`src/rtl/standby_touch_consts.svh`:
```
`ifndef STANDBY_TOUCH_CONSTS_SVH
`define STANDBY_TOUCH_CONSTS_SVH

// Register indices; byte address is four times the index
`define IDX_INPUT_MASK 8'h40
`define IDX_SAMPLING_CFG 8'h41
`define IDX_GAIN_SELECT 8'h42
`define IDX_TOUCH_THRESHOLD 8'h43
`define IDX_STANDBY_CTRL 8'h44
`define IDX_STANDBY_STATUS 8'h45
`define IDX_DELTA_BASE 8'h48

// Reset values
`define RST_INPUT_MASK 8'h00
`define RST_SAMPLING_CFG 8'h39
`define RST_GAIN_SELECT 3'h2
`define RST_TOUCH_THRESHOLD 7'h40
`define RST_STANDBY_CTRL 1'h0

// Sampling configuration fields
`define ACC_SEL_BIT 7
`define CNT_MSB 6
`define CNT_LSB 4
`define SPER_MSB 3
`define SPER_LSB 2
`define CPER_MSB 1
`define CPER_LSB 0

// Timing
`define CLK_MHZ 50
`define TICK_US 10
`define TICK_CYCLES (`TICK_US * `CLK_MHZ)
`define SAMP_TIME0_US 320
`define SAMP_TIME1_US 640
`define SAMP_TIME2_US 1280
`define SAMP_TIME3_US 2560
`define CYC_TIME0_MS 35
`define CYC_TIME1_MS 70
`define CYC_TIME2_MS 105
`define CYC_TIME3_MS 140

`endif

```
`src/rtl/standby_touch_pkg.sv`:
```
package standby_touch_pkg;
    typedef enum logic [1:0] {
        ST_OFF = 2'b00,
        ST_SAMPLE = 2'b01,
        ST_FINISH = 2'b11,
        ST_IDLE = 2'b10
    } scan_state_t;
endpackage : standby_touch_pkg

```
`src/rtl/tick_divider.sv`:
```
`timescale 1ns/1ps
`default_nettype none
module tick_divider #(
    parameter int TICK_CYCLES = 500
) (
    input wire logic clk_in,
    input wire logic rst_n_in,
    input wire logic clear_in,
    output logic tick_out
);
    logic [15:0] cnt_r;
    wire wrap = (cnt_r == 16'(TICK_CYCLES - 1));

    // Cleared at cycle start so samples align to ticks
    assign tick_out = wrap && !clear_in;

    always_ff @(posedge clk_in) begin
        if (!rst_n_in || clear_in || wrap) begin
            cnt_r <= 16'h0000;
        end else begin
            cnt_r <= cnt_r + 16'h0001;
        end
    end
endmodule : tick_divider
`default_nettype wire

```
`src/rtl/standby_touch_sensing.sv`:
```
// Functional notes
// - Enabled inputs are measured in standby; disabled ones are not.
// - Mask bit n gates sense input n+1.
// - With accumulate select clear, the delta is the sample average.
// - With accumulate select set, the delta is the sample sum and may wrap.
// - The count field selects 1 to 128 samples as powers of two, reset 8.
// - All samples of one input run back to back before it is stored.
// - The sample period is 320us, 640us, 1.28ms or 2.56ms, reset 1.28ms.
// - The cycle period field selects 35ms, 70ms, 105ms or 140ms, reset 70ms.
// - Each cycle samples every enabled input first, then idles in low power.
// - If sampling overruns the cycle period, the cycle is lengthened.
// - The gain code selects a 128 over 2^code multiplier, reset 32x.
// - The multiplier scales each delta before the threshold compare.
// - The delta MSB weighs 64 raw counts at 128x and 8192 at 1x.
// - The threshold is seven bits, reset 40h, touch when delta exceeds it.
// - Standby settings affect only standby measurements.
`include "standby_touch_consts.svh"
`timescale 1ns/1ps
`default_nettype none
module standby_touch_sensing #(
    parameter int TICK_CYCLES = `TICK_CYCLES
) (
    input wire logic clk_in,
    input wire logic rst_n_in,
    input wire logic wb_cyc_in,
    input wire logic wb_stb_in,
    input wire logic wb_we_in,
    input wire logic [9:0] wb_adr_in,
    input wire logic [3:0] wb_sel_in,
    input wire logic [31:0] wb_dat_in,
    output logic [31:0] wb_dat_out,
    output logic wb_ack_out,
    input wire logic [15:0] raw_delta_in,
    output logic [2:0] sense_select_out,
    output logic sample_start_out,
    output logic sampling_out,
    output logic low_power_out,
    output logic [7:0] touch_out
);
    // Samples per measurement
    // power-of-two count
    function automatic logic [7:0] samples_for(input logic [2:0] code);
        return 8'h01 << code;
    endfunction : samples_for

    function automatic logic [15:0] sample_ticks(input logic [1:0] code);
        logic [15:0] t;
        case (code)
            2'h0: t = 16'(`SAMP_TIME0_US / `TICK_US);
            2'h1: t = 16'(`SAMP_TIME1_US / `TICK_US);
            2'h2: t = 16'(`SAMP_TIME2_US / `TICK_US);
            default: t = 16'(`SAMP_TIME3_US / `TICK_US);
        endcase
        return t;
    endfunction : sample_ticks

    function automatic logic [15:0] cycle_ticks(input logic [1:0] code);
        logic [15:0] t;
        case (code)
            2'h0: t = 16'(`CYC_TIME0_MS * 1000 / `TICK_US);
            2'h1: t = 16'(`CYC_TIME1_MS * 1000 / `TICK_US);
            2'h2: t = 16'(`CYC_TIME2_MS * 1000 / `TICK_US);
            default: t = 16'(`CYC_TIME3_MS * 1000 / `TICK_US);
        endcase
        return t;
    endfunction : cycle_ticks

    // Lowest enabled input at or above from; 8 when none
    function automatic logic [3:0] next_input(input logic [7:0] mask,
                                              input logic [3:0] from);
        logic [3:0] r;
        r = 4'h8;
        for (int i = 7; i >= 0; i--) begin
            if (mask[i] && (4'(i) >= from)) begin
                r = 4'(i);
            end
        end
        return r;
    endfunction : next_input

    // Combine samples and apply gain
    function automatic logic [7:0] scale_delta(input logic [22:0] sum,
                                               input logic [2:0] cnt,
                                               input logic accum,
                                               input logic [2:0] gain);
        logic [22:0] v;
        logic [23:0] s;
        v = sum >> cnt;
        if (accum) begin
            v = sum;
        end
        // MSB is 64 raw at 128x
        s = {v, 1'b0} >> gain;
        return s[7:0];
    endfunction : scale_delta

    // Registers
    logic [7:0] mask_r;
    logic [7:0] cfg_r;
    logic [2:0] gain_r;
    logic [6:0] thr_r;
    logic enable_r;
    logic ack_r;
    logic [31:0] dat_r;

    // Scan state
    standby_touch_pkg::scan_state_t state_r;
    standby_touch_pkg::scan_state_t state_nxt;
    logic [2:0] ch_r;
    logic [2:0] ch_nxt;
    logic [15:0] samp_tick_r;
    logic [6:0] samp_num_r;
    logic [22:0] acc_r;
    logic [15:0] cycle_cnt_r;
    logic [7:0] delta_r [8];
    logic [7:0] touch_r;
    logic start_r;
    logic start_nxt;
    logic tick;

    // Bus decode
    wire [7:0] idx = wb_adr_in[9:2];
    wire req = wb_cyc_in && wb_stb_in && !ack_r;
    wire wr_lane0 = req && wb_we_in && wb_sel_in[0];
    wire wr_mask = wr_lane0 && (idx == `IDX_INPUT_MASK);
    wire wr_cfg = wr_lane0 && (idx == `IDX_SAMPLING_CFG);
    wire wr_gain = wr_lane0 && (idx == `IDX_GAIN_SELECT);
    wire wr_thr = wr_lane0 && (idx == `IDX_TOUCH_THRESHOLD);
    wire wr_ctrl = wr_lane0 && (idx == `IDX_STANDBY_CTRL);
    wire is_delta = (idx[7:3] == `IDX_DELTA_BASE >> 3);

    // Config fields
    wire accum = cfg_r[`ACC_SEL_BIT];
    wire [2:0] cnt_code = cfg_r[`CNT_MSB:`CNT_LSB];
    wire [1:0] sper_code = cfg_r[`SPER_MSB:`SPER_LSB];
    wire [1:0] cper_code = cfg_r[`CPER_MSB:`CPER_LSB];

    // Scan decode
    wire [7:0] samp_limit = samples_for(cnt_code) - 8'h01;
    wire last_samp = ({1'b0, samp_num_r} == samp_limit);
    wire samp_end = tick && (state_r == standby_touch_pkg::ST_SAMPLE) &&
                    (samp_tick_r == sample_ticks(sper_code) - 16'h0001);
    // idle only until the period is reached
    wire cycle_done = (cycle_cnt_r >= cycle_ticks(cper_code));
    // new cycle after idle or on enable
    wire cycle_start = enable_r &&
        ((state_r == standby_touch_pkg::ST_OFF) ||
         ((state_r == standby_touch_pkg::ST_IDLE) && cycle_done));
    wire [3:0] first_ch = next_input(mask_r, 4'h0);
    wire [3:0] following_ch = next_input(mask_r, {1'b0, ch_r} + 4'h1);
    wire [7:0] scaled = scale_delta(acc_r, cnt_code, accum, gain_r);
    wire touched = scaled > {1'b0, thr_r};

    tick_divider #(
        .TICK_CYCLES(TICK_CYCLES)
    ) u_tick (
        .clk_in(clk_in),
        .rst_n_in(rst_n_in),
        .clear_in(cycle_start),
        .tick_out(tick)
    );

    always_comb begin
        state_nxt = state_r;
        ch_nxt = ch_r;
        start_nxt = 1'b0;
        case (state_r)
            standby_touch_pkg::ST_OFF,
            standby_touch_pkg::ST_IDLE: begin
                if (cycle_start) begin
                    if (first_ch[3]) begin
                        state_nxt = standby_touch_pkg::ST_IDLE;
                    end else begin
                        state_nxt = standby_touch_pkg::ST_SAMPLE;
                        ch_nxt = first_ch[2:0];
                        start_nxt = 1'b1;
                    end
                end
            end
            standby_touch_pkg::ST_SAMPLE: begin
                if (samp_end && last_samp) begin
                    state_nxt = standby_touch_pkg::ST_FINISH;
                end else if (samp_end) begin
                    start_nxt = 1'b1;
                end
            end
            standby_touch_pkg::ST_FINISH: begin
                if (following_ch[3]) begin
                    state_nxt = standby_touch_pkg::ST_IDLE;
                end else begin
                    state_nxt = standby_touch_pkg::ST_SAMPLE;
                    ch_nxt = following_ch[2:0];
                    start_nxt = 1'b1;
                end
            end
            default: begin
                state_nxt = standby_touch_pkg::ST_OFF;
            end
        endcase
        if (!enable_r) begin
            state_nxt = standby_touch_pkg::ST_OFF;
            start_nxt = 1'b0;
        end
    end

    always_ff @(posedge clk_in) begin
        if (!rst_n_in) begin
            state_r <= standby_touch_pkg::ST_OFF;
            ch_r <= 3'h0;
            start_r <= 1'b0;
        end else begin
            state_r <= state_nxt;
            ch_r <= ch_nxt;
            start_r <= start_nxt;
        end
    end

    // Sample timing and accumulation
    always_ff @(posedge clk_in) begin
        if (!rst_n_in || state_r != standby_touch_pkg::ST_SAMPLE) begin
            samp_tick_r <= 16'h0000;
            samp_num_r <= 7'h00;
        end else if (samp_end) begin
            samp_tick_r <= 16'h0000;
            samp_num_r <= samp_num_r + 7'h01;
        end else if (tick) begin
            samp_tick_r <= samp_tick_r + 16'h0001;
        end
    end

    always_ff @(posedge clk_in) begin
        if (!rst_n_in || state_r != standby_touch_pkg::ST_SAMPLE) begin
            acc_r <= 23'h000000;
        end else if (samp_end) begin
            acc_r <= acc_r + {7'h00, raw_delta_in};
        end
    end

    always_ff @(posedge clk_in) begin
        if (!rst_n_in || cycle_start) begin
            cycle_cnt_r <= 16'h0000;
        end else if (tick && cycle_cnt_r != 16'hFFFF) begin
            cycle_cnt_r <= cycle_cnt_r + 16'h0001;
        end
    end

    // Results per input
    always_ff @(posedge clk_in) begin
        if (!rst_n_in) begin
            for (int i = 0; i < 8; i++) begin
                delta_r[i] <= 8'h00;
            end
        end else if (state_r == standby_touch_pkg::ST_FINISH) begin
            delta_r[ch_r] <= scaled;
        end
    end

    always_ff @(posedge clk_in) begin
        if (!rst_n_in || !enable_r) begin
            touch_r <= 8'h00;
        end else if (state_r == standby_touch_pkg::ST_FINISH) begin
            touch_r <= (touch_r & mask_r & ~(8'h01 << ch_r)) |
                       ({7'h00, touched} << ch_r);
        end else begin
            touch_r <= touch_r & mask_r;
        end
    end

    always_ff @(posedge clk_in) begin
        if (!rst_n_in) begin
            mask_r <= `RST_INPUT_MASK;
            cfg_r <= `RST_SAMPLING_CFG;
            gain_r <= `RST_GAIN_SELECT;
            thr_r <= `RST_TOUCH_THRESHOLD;
            enable_r <= `RST_STANDBY_CTRL;
        end else begin
            if (wr_mask) begin
                mask_r <= wb_dat_in[7:0];
            end
            if (wr_cfg) begin
                cfg_r <= wb_dat_in[7:0];
            end
            if (wr_gain) begin
                gain_r <= wb_dat_in[2:0];
            end
            if (wr_thr) begin
                thr_r <= wb_dat_in[6:0];
            end
            if (wr_ctrl) begin
                enable_r <= wb_dat_in[0];
            end
        end
    end

    // Read mux; unmapped reads zero
    logic [31:0] rd_data;
    always_comb begin
        rd_data = 32'h00000000;
        if (is_delta) begin
            rd_data = {24'h000000, delta_r[idx[2:0]]};
        end else begin
            case (idx)
                `IDX_INPUT_MASK: rd_data = {24'h000000, mask_r};
                `IDX_SAMPLING_CFG: rd_data = {24'h000000, cfg_r};
                `IDX_GAIN_SELECT: rd_data = {29'h00000000, gain_r};
                `IDX_TOUCH_THRESHOLD: rd_data = {25'h0000000, thr_r};
                `IDX_STANDBY_CTRL: rd_data = {31'h00000000, enable_r};
                `IDX_STANDBY_STATUS: rd_data = {22'h000000,
                    state_r == standby_touch_pkg::ST_SAMPLE,
                    state_r == standby_touch_pkg::ST_IDLE, touch_r};
                default: rd_data = 32'h00000000;
            endcase
        end
    end

    // One-cycle ack, dropped the cycle after
    always_ff @(posedge clk_in) begin
        if (!rst_n_in) begin
            ack_r <= 1'b0;
            dat_r <= 32'h00000000;
        end else begin
            ack_r <= req;
            if (req && !wb_we_in) begin
                dat_r <= rd_data;
            end
        end
    end

    assign wb_ack_out = ack_r;
    assign wb_dat_out = dat_r;
    assign sense_select_out = ch_r;
    assign sample_start_out = start_r;
    assign sampling_out = (state_r == standby_touch_pkg::ST_SAMPLE);
    assign low_power_out = (state_r == standby_touch_pkg::ST_IDLE);
    assign touch_out = touch_r;
endmodule : standby_touch_sensing
`default_nettype wire

```
`config.mk`:
```
export PLATFORM = sky130hd
export DESIGN_NAME = standby_touch_sensing
export DESIGN_NICKNAME = d
export VERILOG_FILES = /design/src/rtl/standby_touch_pkg.sv /design/src/rtl/tick_divider.sv /design/src/rtl/standby_touch_sensing.sv
export VERILOG_INCLUDE_DIRS = /design/src /design/src/rtl
export SDC_FILE = /design/constraint.sdc
export NUM_CORES = 1
export LEC_CHECK = 0
export BUFFER_PORTS_ARGS = -buffer_cell sky130_fd_sc_hd__buf_2
export CORE_UTILIZATION = 30
export DETAILED_ROUTE_END_ITERATION = 8
export GPL_ROUTABILITY_DRIVEN = 0
export PLACE_DENSITY = 0.46
export SYNTH_ARGS = -nofsm -noshare
export SYNTH_HDL_FRONTEND = slang
export SYNTH_SLANG_ARGS = --single-unit
```
`constraint.sdc`:
```
create_clock -name clk_in -period 4.7 [get_ports clk_in]
set_input_delay 0.705 -clock clk_in [delete_from_list [all_inputs] [get_ports clk_in]]
set_output_delay 0.705 -clock clk_in [all_outputs]
set_load 0.01 [all_outputs]
```
==> results.yml, run 1 <==
setup_path:
  worst-setup-path-type: "flop to flop"
  worstPathCellList: "mux4_1 -> mux2_2 -> mux2i_1 -> mux2i_1 -> o211ai_1 -> o31a_1 -> inv_1 -> ha_1 -> nor2b_1 -> o21a_1 -> o21ai_0 -> nand2b_1 -> a2111oi_0 -> o21a_4 -> o41ai_1"
  slowest_stage: "mux4_1"
  timing.critical_path.buf_inv: 1
  cp_data_arrival_time_ns: 4.66
  critPathRequiredTime_ns: 5.01
  cp-start-kind: "flop"
  path_delay_family: "compound AO/OA/AOI/OAI gates"
  timing.critical_path.fanout_max: 14
  cp_capture_type: "flop"
  worst_path_most_repeated_cell: "mux2i_1"
  cpPeakStageDelay_ns: 0.65
cells_and_area:
  most_common_cell_after_layout_fill_and_taps_aside: "nor2_1"
  drive_above_1_share: 0.1236
  final_cell_count_no_fill: 1869
  layout_common_cells: "nor2_1 (155), nand2_1 (140), dfxtp_1 (127)"
  finalNetCount: 1460
  num_antenna_cells: 0
  layout-area-overhead-vs-synth_pct: 11.28
clocking:
  worst_skew_pair.late_latency_ns: 0.45
  post_cts_hold_buffer_count: 0
  cts.sinks: 192
  cts_made_buffers: 17
  cts_post_setup_buffers_inserted: 0
  cts_htree_levels: 4
  clk_transition_reported_paths_ns: 0.07
  cts_tree: "built"
  cts_buffer_depth: 2
  clk_root_buffer_cell: "clkbuf_16"
timing:
  finClkSkew_ns: 0.01446
  fin_hold_ws_ns: 0.4559
  slew_headroom: 0.2632
  timing_hold_violations_final: 0
  post-route-period-util: 0.9256
  max_slew.worst_pin.slew_ns: 1.099
  maxClockFrequency_ghz: 0.2299
  setup_total_negative_slack_ns: 0
  slew_violations: 0
  setup_viol: 0
  fin_crit_ns: 4.350
  rsz0062_at_grt: "false"
min_path:
  worst_hold_path_type: "flop to flop"
global_route:
  grt_use_total: 0.1671
  grt_pass1_vias: 9539
  first_pass_grt_wire_length_um: 53320
  grt_antenna_before_repair: 0
  globalRouteOverflowTotal: 0
  grt_max_degree: 41
power:
  p_leak_nw: 4.845
  pwr-share-seq: 0.513
  share_clk_of_total_power: 0.440
  cellInternalPower_mw: 2.601
  power.switching_fraction: 0.2394
  finalPower_mw: 3.420
  combinational_group_share_of_total_power: 0.047
  p_per_area_mw_per_mm2: 260.2
  ir_drop_v: 0.0001893
  power_switching_mw: 0.8189
synthesis:
  cell_area_after_synthesis_sq_mm: 0.01181
  yosys_register_bits: 192
  netlist-cell-type-count: 84
  synth.yosys.warnings: 0
  syn_inst: 1311
  synth_flop_cell: "dfxtp_1"
  avgSynthCellArea_sq_um: 9.011
  synth_async_sr_flop_share: 0
  synth_edf_count: 64
  synth_sequential_area_ratio: 0.3796
route:
  detail_route.drc_violations: 0
  routed_wl_um: 32900
  drt_iter0_markers: 695
  antenna_left: 0
  drtPass1Iterations: 5
  dr_total_vias: 9835
  drt-vias-per-instance: 5.262
  wl_per_cell_um: 17.60
floorplanning:
  die_width_um: 200.4
  floorplan.die_area_sq_mm: 0.04018
  placementRows: 72
  floorplan.initialDensity: 0.3050
  die_height_um: 200.4
  placeableCoreArea_sq_mm: 0.03874
  ios: 114
placed_design:
  place_hpwl_um: 23940
  port_buffers: 62
  post-place-cells: 1837
flow_run:
  max_cap_violations: 0
outcome:
  status: "complete, no violations"
per-layer routing:
metal	routed length, um	up-vias	share of wire	GRT usage
li1	-	4870	-	-
met1	16640	4756	0.51	0.2422
met2	14540	187	0.44	0.2593
met3	1307	22	0.040	0.02175
met4	414	0	0.013	0.04635
met5	0	-	0	0
flip-flops by register name, summed over array words and instances (netlist names), 7 cells and up:
name	cells
delta_r	64
wb_dat_out	10
u_tick.cnt_r	16
thr_r	7
mask_r	8
samp_tick_r	16
cycle_cnt_r	16
acc_r	21
touch_out	8
cfg_r	8
samp_num_r	7
final timing paths:
kind                     endpoint  cells after the start            start  slack (ns)
hold reg to reg   u_tick.cnt_r[0]                      1  u_tick.cnt_r[0]        0.46
hold / removal    u_tick.cnt_r[0]                      1  u_tick.cnt_r[0]        0.46
setup reg to reg     touch_out[6]                     15         cfg_r[4]        0.35
setup / recovery     touch_out[6]                     15         cfg_r[4]        0.35
power groups by stage:
stage	clock network [mW]	logic, mW	registers, mW
5_1_grt	1.61	0.175	1.76
3_3_place_gp	0	0.161	1.79
2_1_floorplan	0	0.114	1.79
4_1_cts	1.56	0.162	1.76
3_5_place_dp	0	0.161	1.79
6_report	1.50	0.161	1.76
layout make-up:
type                    instances  area, sq um
clock buffers                  18        430.4
clock inverters                14        155.1
multi-input cells            1004         6802
repair buffers                 85        483.0
well taps                     518        648.1
fillers                      4050        25590
flip-flops and latches        192         4486
inverters                      38        142.6
worst register-to-register path: cells and delay by family, from the launching register on:
family	cells	cell delay [ns]
compound gates	7	1.64
mux	4	1.51
flops	1	0.54
fa+ha+maj	1	0.28
simple gates	2	0.21
buf+inv	1	0.05
cell usage after synthesis, drive strengths merged (21+ instances only):
master,number,area [sq um]
a21boi,21,157.6
a21oi,65,325.3
buf,42,281.5
clkbuf,56,210.2
dfxtp,128,2562
edfxtp,64,1922
ha,54,675.7
inv,37,138.9
mux2i,22,220.2
mux4,32,765.7
nand2,140,525.5
nand3,70,350.3
nand4,28,175.2
nor2,155,581.8
o21ai,57,285.3
o31ai,23,172.7
or4,22,165.2
per-stage QoR:
| step | util | cell area, sq um | setup slack, ns |
|---|---|---|---|
| 2_1_floorplan | - | 11890 | 0.8480 |
| 3_3_place_gp | 0.3242 | 12560 | 0.1953 |
| 3_5_place_dp | 0.3242 | 12560 | 0.1037 |
| 4_1_cts | 0.3393 | 13150 | 0.08723 |
| 5_1_grt | 0.3394 | 13150 | 0.03485 |
| 6_report | 0.3394 | 13150 | 0.3497 |
logic make-up after synthesis:
family	after synthesis	share of synthesized area
simple gates	543	0.2232
compound gates	292	0.1710
flops	192	0.3796
buf+inv	136	0.05370
mux	62	0.09108
fa+ha+maj	55	0.05889
xor+xnor	30	0.02224
other cells	1	0.0003174
repair_timing:
| item | 4_1_cts | 5_1_grt |
|---|---|---|
| endpoints found under the setup margin | 0 | 8 |
| hold endpoints to repair | 0 | 0 |
| resized for setup | 0 | 1 |
(Power assumes the default switching activity.)
==> run 2: changes to the inputs <==
clock period = 4.9 ns   (was 4.7 ns; I/O delays follow)
==> results.yml, run 2 (same netlist as run 1, synthesis figures left out) <==
setup_path:
  timing.reg2reg.worst_path_depth: 15
  worst_path_most_repeated_cell: "mux2i_1"
  crit_cells: 15
  timing.critical_path.fanout_max: 14
  critPathRequiredTime_ns: 5.22
  worst-setup-path-type: "flop to flop"
  worstPathCellList: "mux4_1 -> mux2_2 -> mux2i_1 -> mux2i_1 -> o211ai_1 -> o31a_1 -> inv_1 -> ha_1 -> nor2b_1 -> o21a_1 -> o21ai_0 -> nand2b_1 -> a2111oi_0 -> o21a_4 -> o41ai_1"
  path_delay_family: "compound AO/OA/AOI/OAI gates"
  cp_data_arrival_time_ns: 4.65
  reg2reg_setup_slack_ns: 0.57
  cpPeakStageDelay_ns: 0.63
  reg2reg_to: "touch_out[6]"
  cp-start-kind: "flop"
  reg2reg_from: "cfg_r[4]"
  cp_capture_type: "flop"
  slowest_stage: "mux4_1"
  timing.critical_path.buf_inv: 1
floorplanning:
  floorplan.initialDensity: 0.3050
  placeableCoreArea_sq_mm: 0.03874
  placementRows: 72
  die_width_um: 200.4
  ios: 114
  floorplan.die_area_sq_mm: 0.04018
  die_height_um: 200.4
timing:
  setup_total_negative_slack_ns: 0
  post-route-period-util: 0.8828
  finClkSkew_ns: 0.01317
  setup_slack_ns: 0.5743
  maxClockFrequency_ghz: 0.2312
  setup_viol: 0
  max_slew.worst_pin.slew_ns: 1.048
  rsz0062_at_grt: "false"
  slew_headroom: 0.2977
  timing_hold_violations_final: 0
  fin_crit_ns: 4.326
  slew_violations: 0
cells_and_area:
  layout-area-overhead-vs-synth_pct: 11.07
  num_antenna_cells: 0
  largest_register: "delta_r"
  biggestRegsByFlops: "delta_r: 64 flops, acc_r: 21 flops"
  most_common_cell_after_layout_fill_and_taps_aside: "nor2_1"
  n_fill_cell: 4035
  finalNetCount: 1456
  flip_flop_count_of_the_largest_register_after_layout: 64
  drive_above_1_share: 0.1203
  layout.core_utilization: 0.3387
  post_route_standard_cell_area_excluding_fillers_sq_mm: 0.01312
  layout_common_cells: "nor2_1 (155), nand2_1 (140), dfxtp_1 (127)"
placed_design:
  port_buffers: 62
  dp_worst_setup_slack_ns: 0.4081
  post_dp_cell_area_sq_mm: 0.01253
  place_hpwl_um: 23670
route:
  antenna_left: 0
  wl_per_cell_um: 17.56
  dr_total_vias: 9809
  drtPass1Iterations: 5
  drt-vias-per-instance: 5.260
  routed_wl_um: 32750
  detail_route.drc_violations: 0
  drt_iter0_markers: 602
power:
  p_leak_nw: 4.831
  p_per_area_mw_per_mm2: 248.6
  ir_drop_v: 0.0002431
clocking:
  worst_skew_pair.late_latency_ns: 0.45
  cts_tree: "built"
  cts_post_setup_buffers_inserted: 0
  cts_buffer_depth: 2
  cts_htree_levels: 4
  cts.sinks: 192
  cts_made_buffers: 17
  cts-resized-gates: 0
  post_cts_hold_buffer_count: 0
  clk_transition_reported_paths_ns: 0.07
  clk_root_buffer_cell: "clkbuf_16"
global_route:
  grt_use_total: 0.1656
  grt_pass1_vias: 9424
  globalRouteOverflowTotal: 0
  first_pass_grt_wire_length_um: 52830
  grt_max_degree: 33
  grt_antenna_before_repair: 1
min_path:
  worst_hold_path_type: "flop to flop"
  worst_hold_startpoint: "u_tick.cnt_r[0]"
  hold_end: "u_tick.cnt_r[0]"
  worst_hold_path.num_cells: 1
flow_run:
  max_cap_violations: 0
outcome:
  status: "complete, no violations"
## run 2: cell count changes in the layout (fill, tap and decap cells not counted), sizes merged
cell and change:
clkbuf +2, inv -4, clkinvlp -1, buf -4, clkinv +3
## run 2: how the worst max path moves through the flow
stage,from,end
after floorplan,cfg_r[4],touch_out[6]
after global placement,cfg_r[4],touch_out[6]
after detailed placement,cfg_r[4],touch_out[6]
after CTS,cfg_r[4],touch_out[6]
after global routing,cfg_r[4],touch_out[6]
final,cfg_r[4],touch_out[6]
## run 2: area by class of cell
cell class	instances	area, sq um	share of cell area
Clock inverter	12	122.6	0.009345
Tap cell	518	648.1	0.04939
Timing Repair Buffer	81	452.9	0.03452
Clock buffer	20	467.9	0.03566
Inverter	38	142.6	0.01087
Sequential cell	192	4486	0.3419
Multi-Input combinational cell	1004	6802	0.5184
## run 2: metrics by stage
step / power, mW / cells / hold WS (ns)
after floorplan: 1.825 / 1332 / 0.4175
after global placement: 1.873 / 1833 / 0.4357
after detailed placement: 1.873 / 1833 / 0.4472
after CTS: 3.307 / 1865 / 0.4607
after global routing: 3.377 / 1865 / 0.5048
final: 3.262 / 1865 / 0.4556
## run 2: where the power goes
group | internal [mW] | switching, mW
registers | 1.67 | 0.0118
clock network | 0.773 | 0.653
logic | 0.0580 | 0.0939
total | 2.50 | 0.759
## run 2: per-layer routing
layer	GRT usage	part of all wire	wire length, um
met4	0.05180	0.015	498
met2	0.2550	0.44	14550
met3	0.02451	0.040	1307
met5	0	0.00040	13
met1	0.2376	0.50	16390
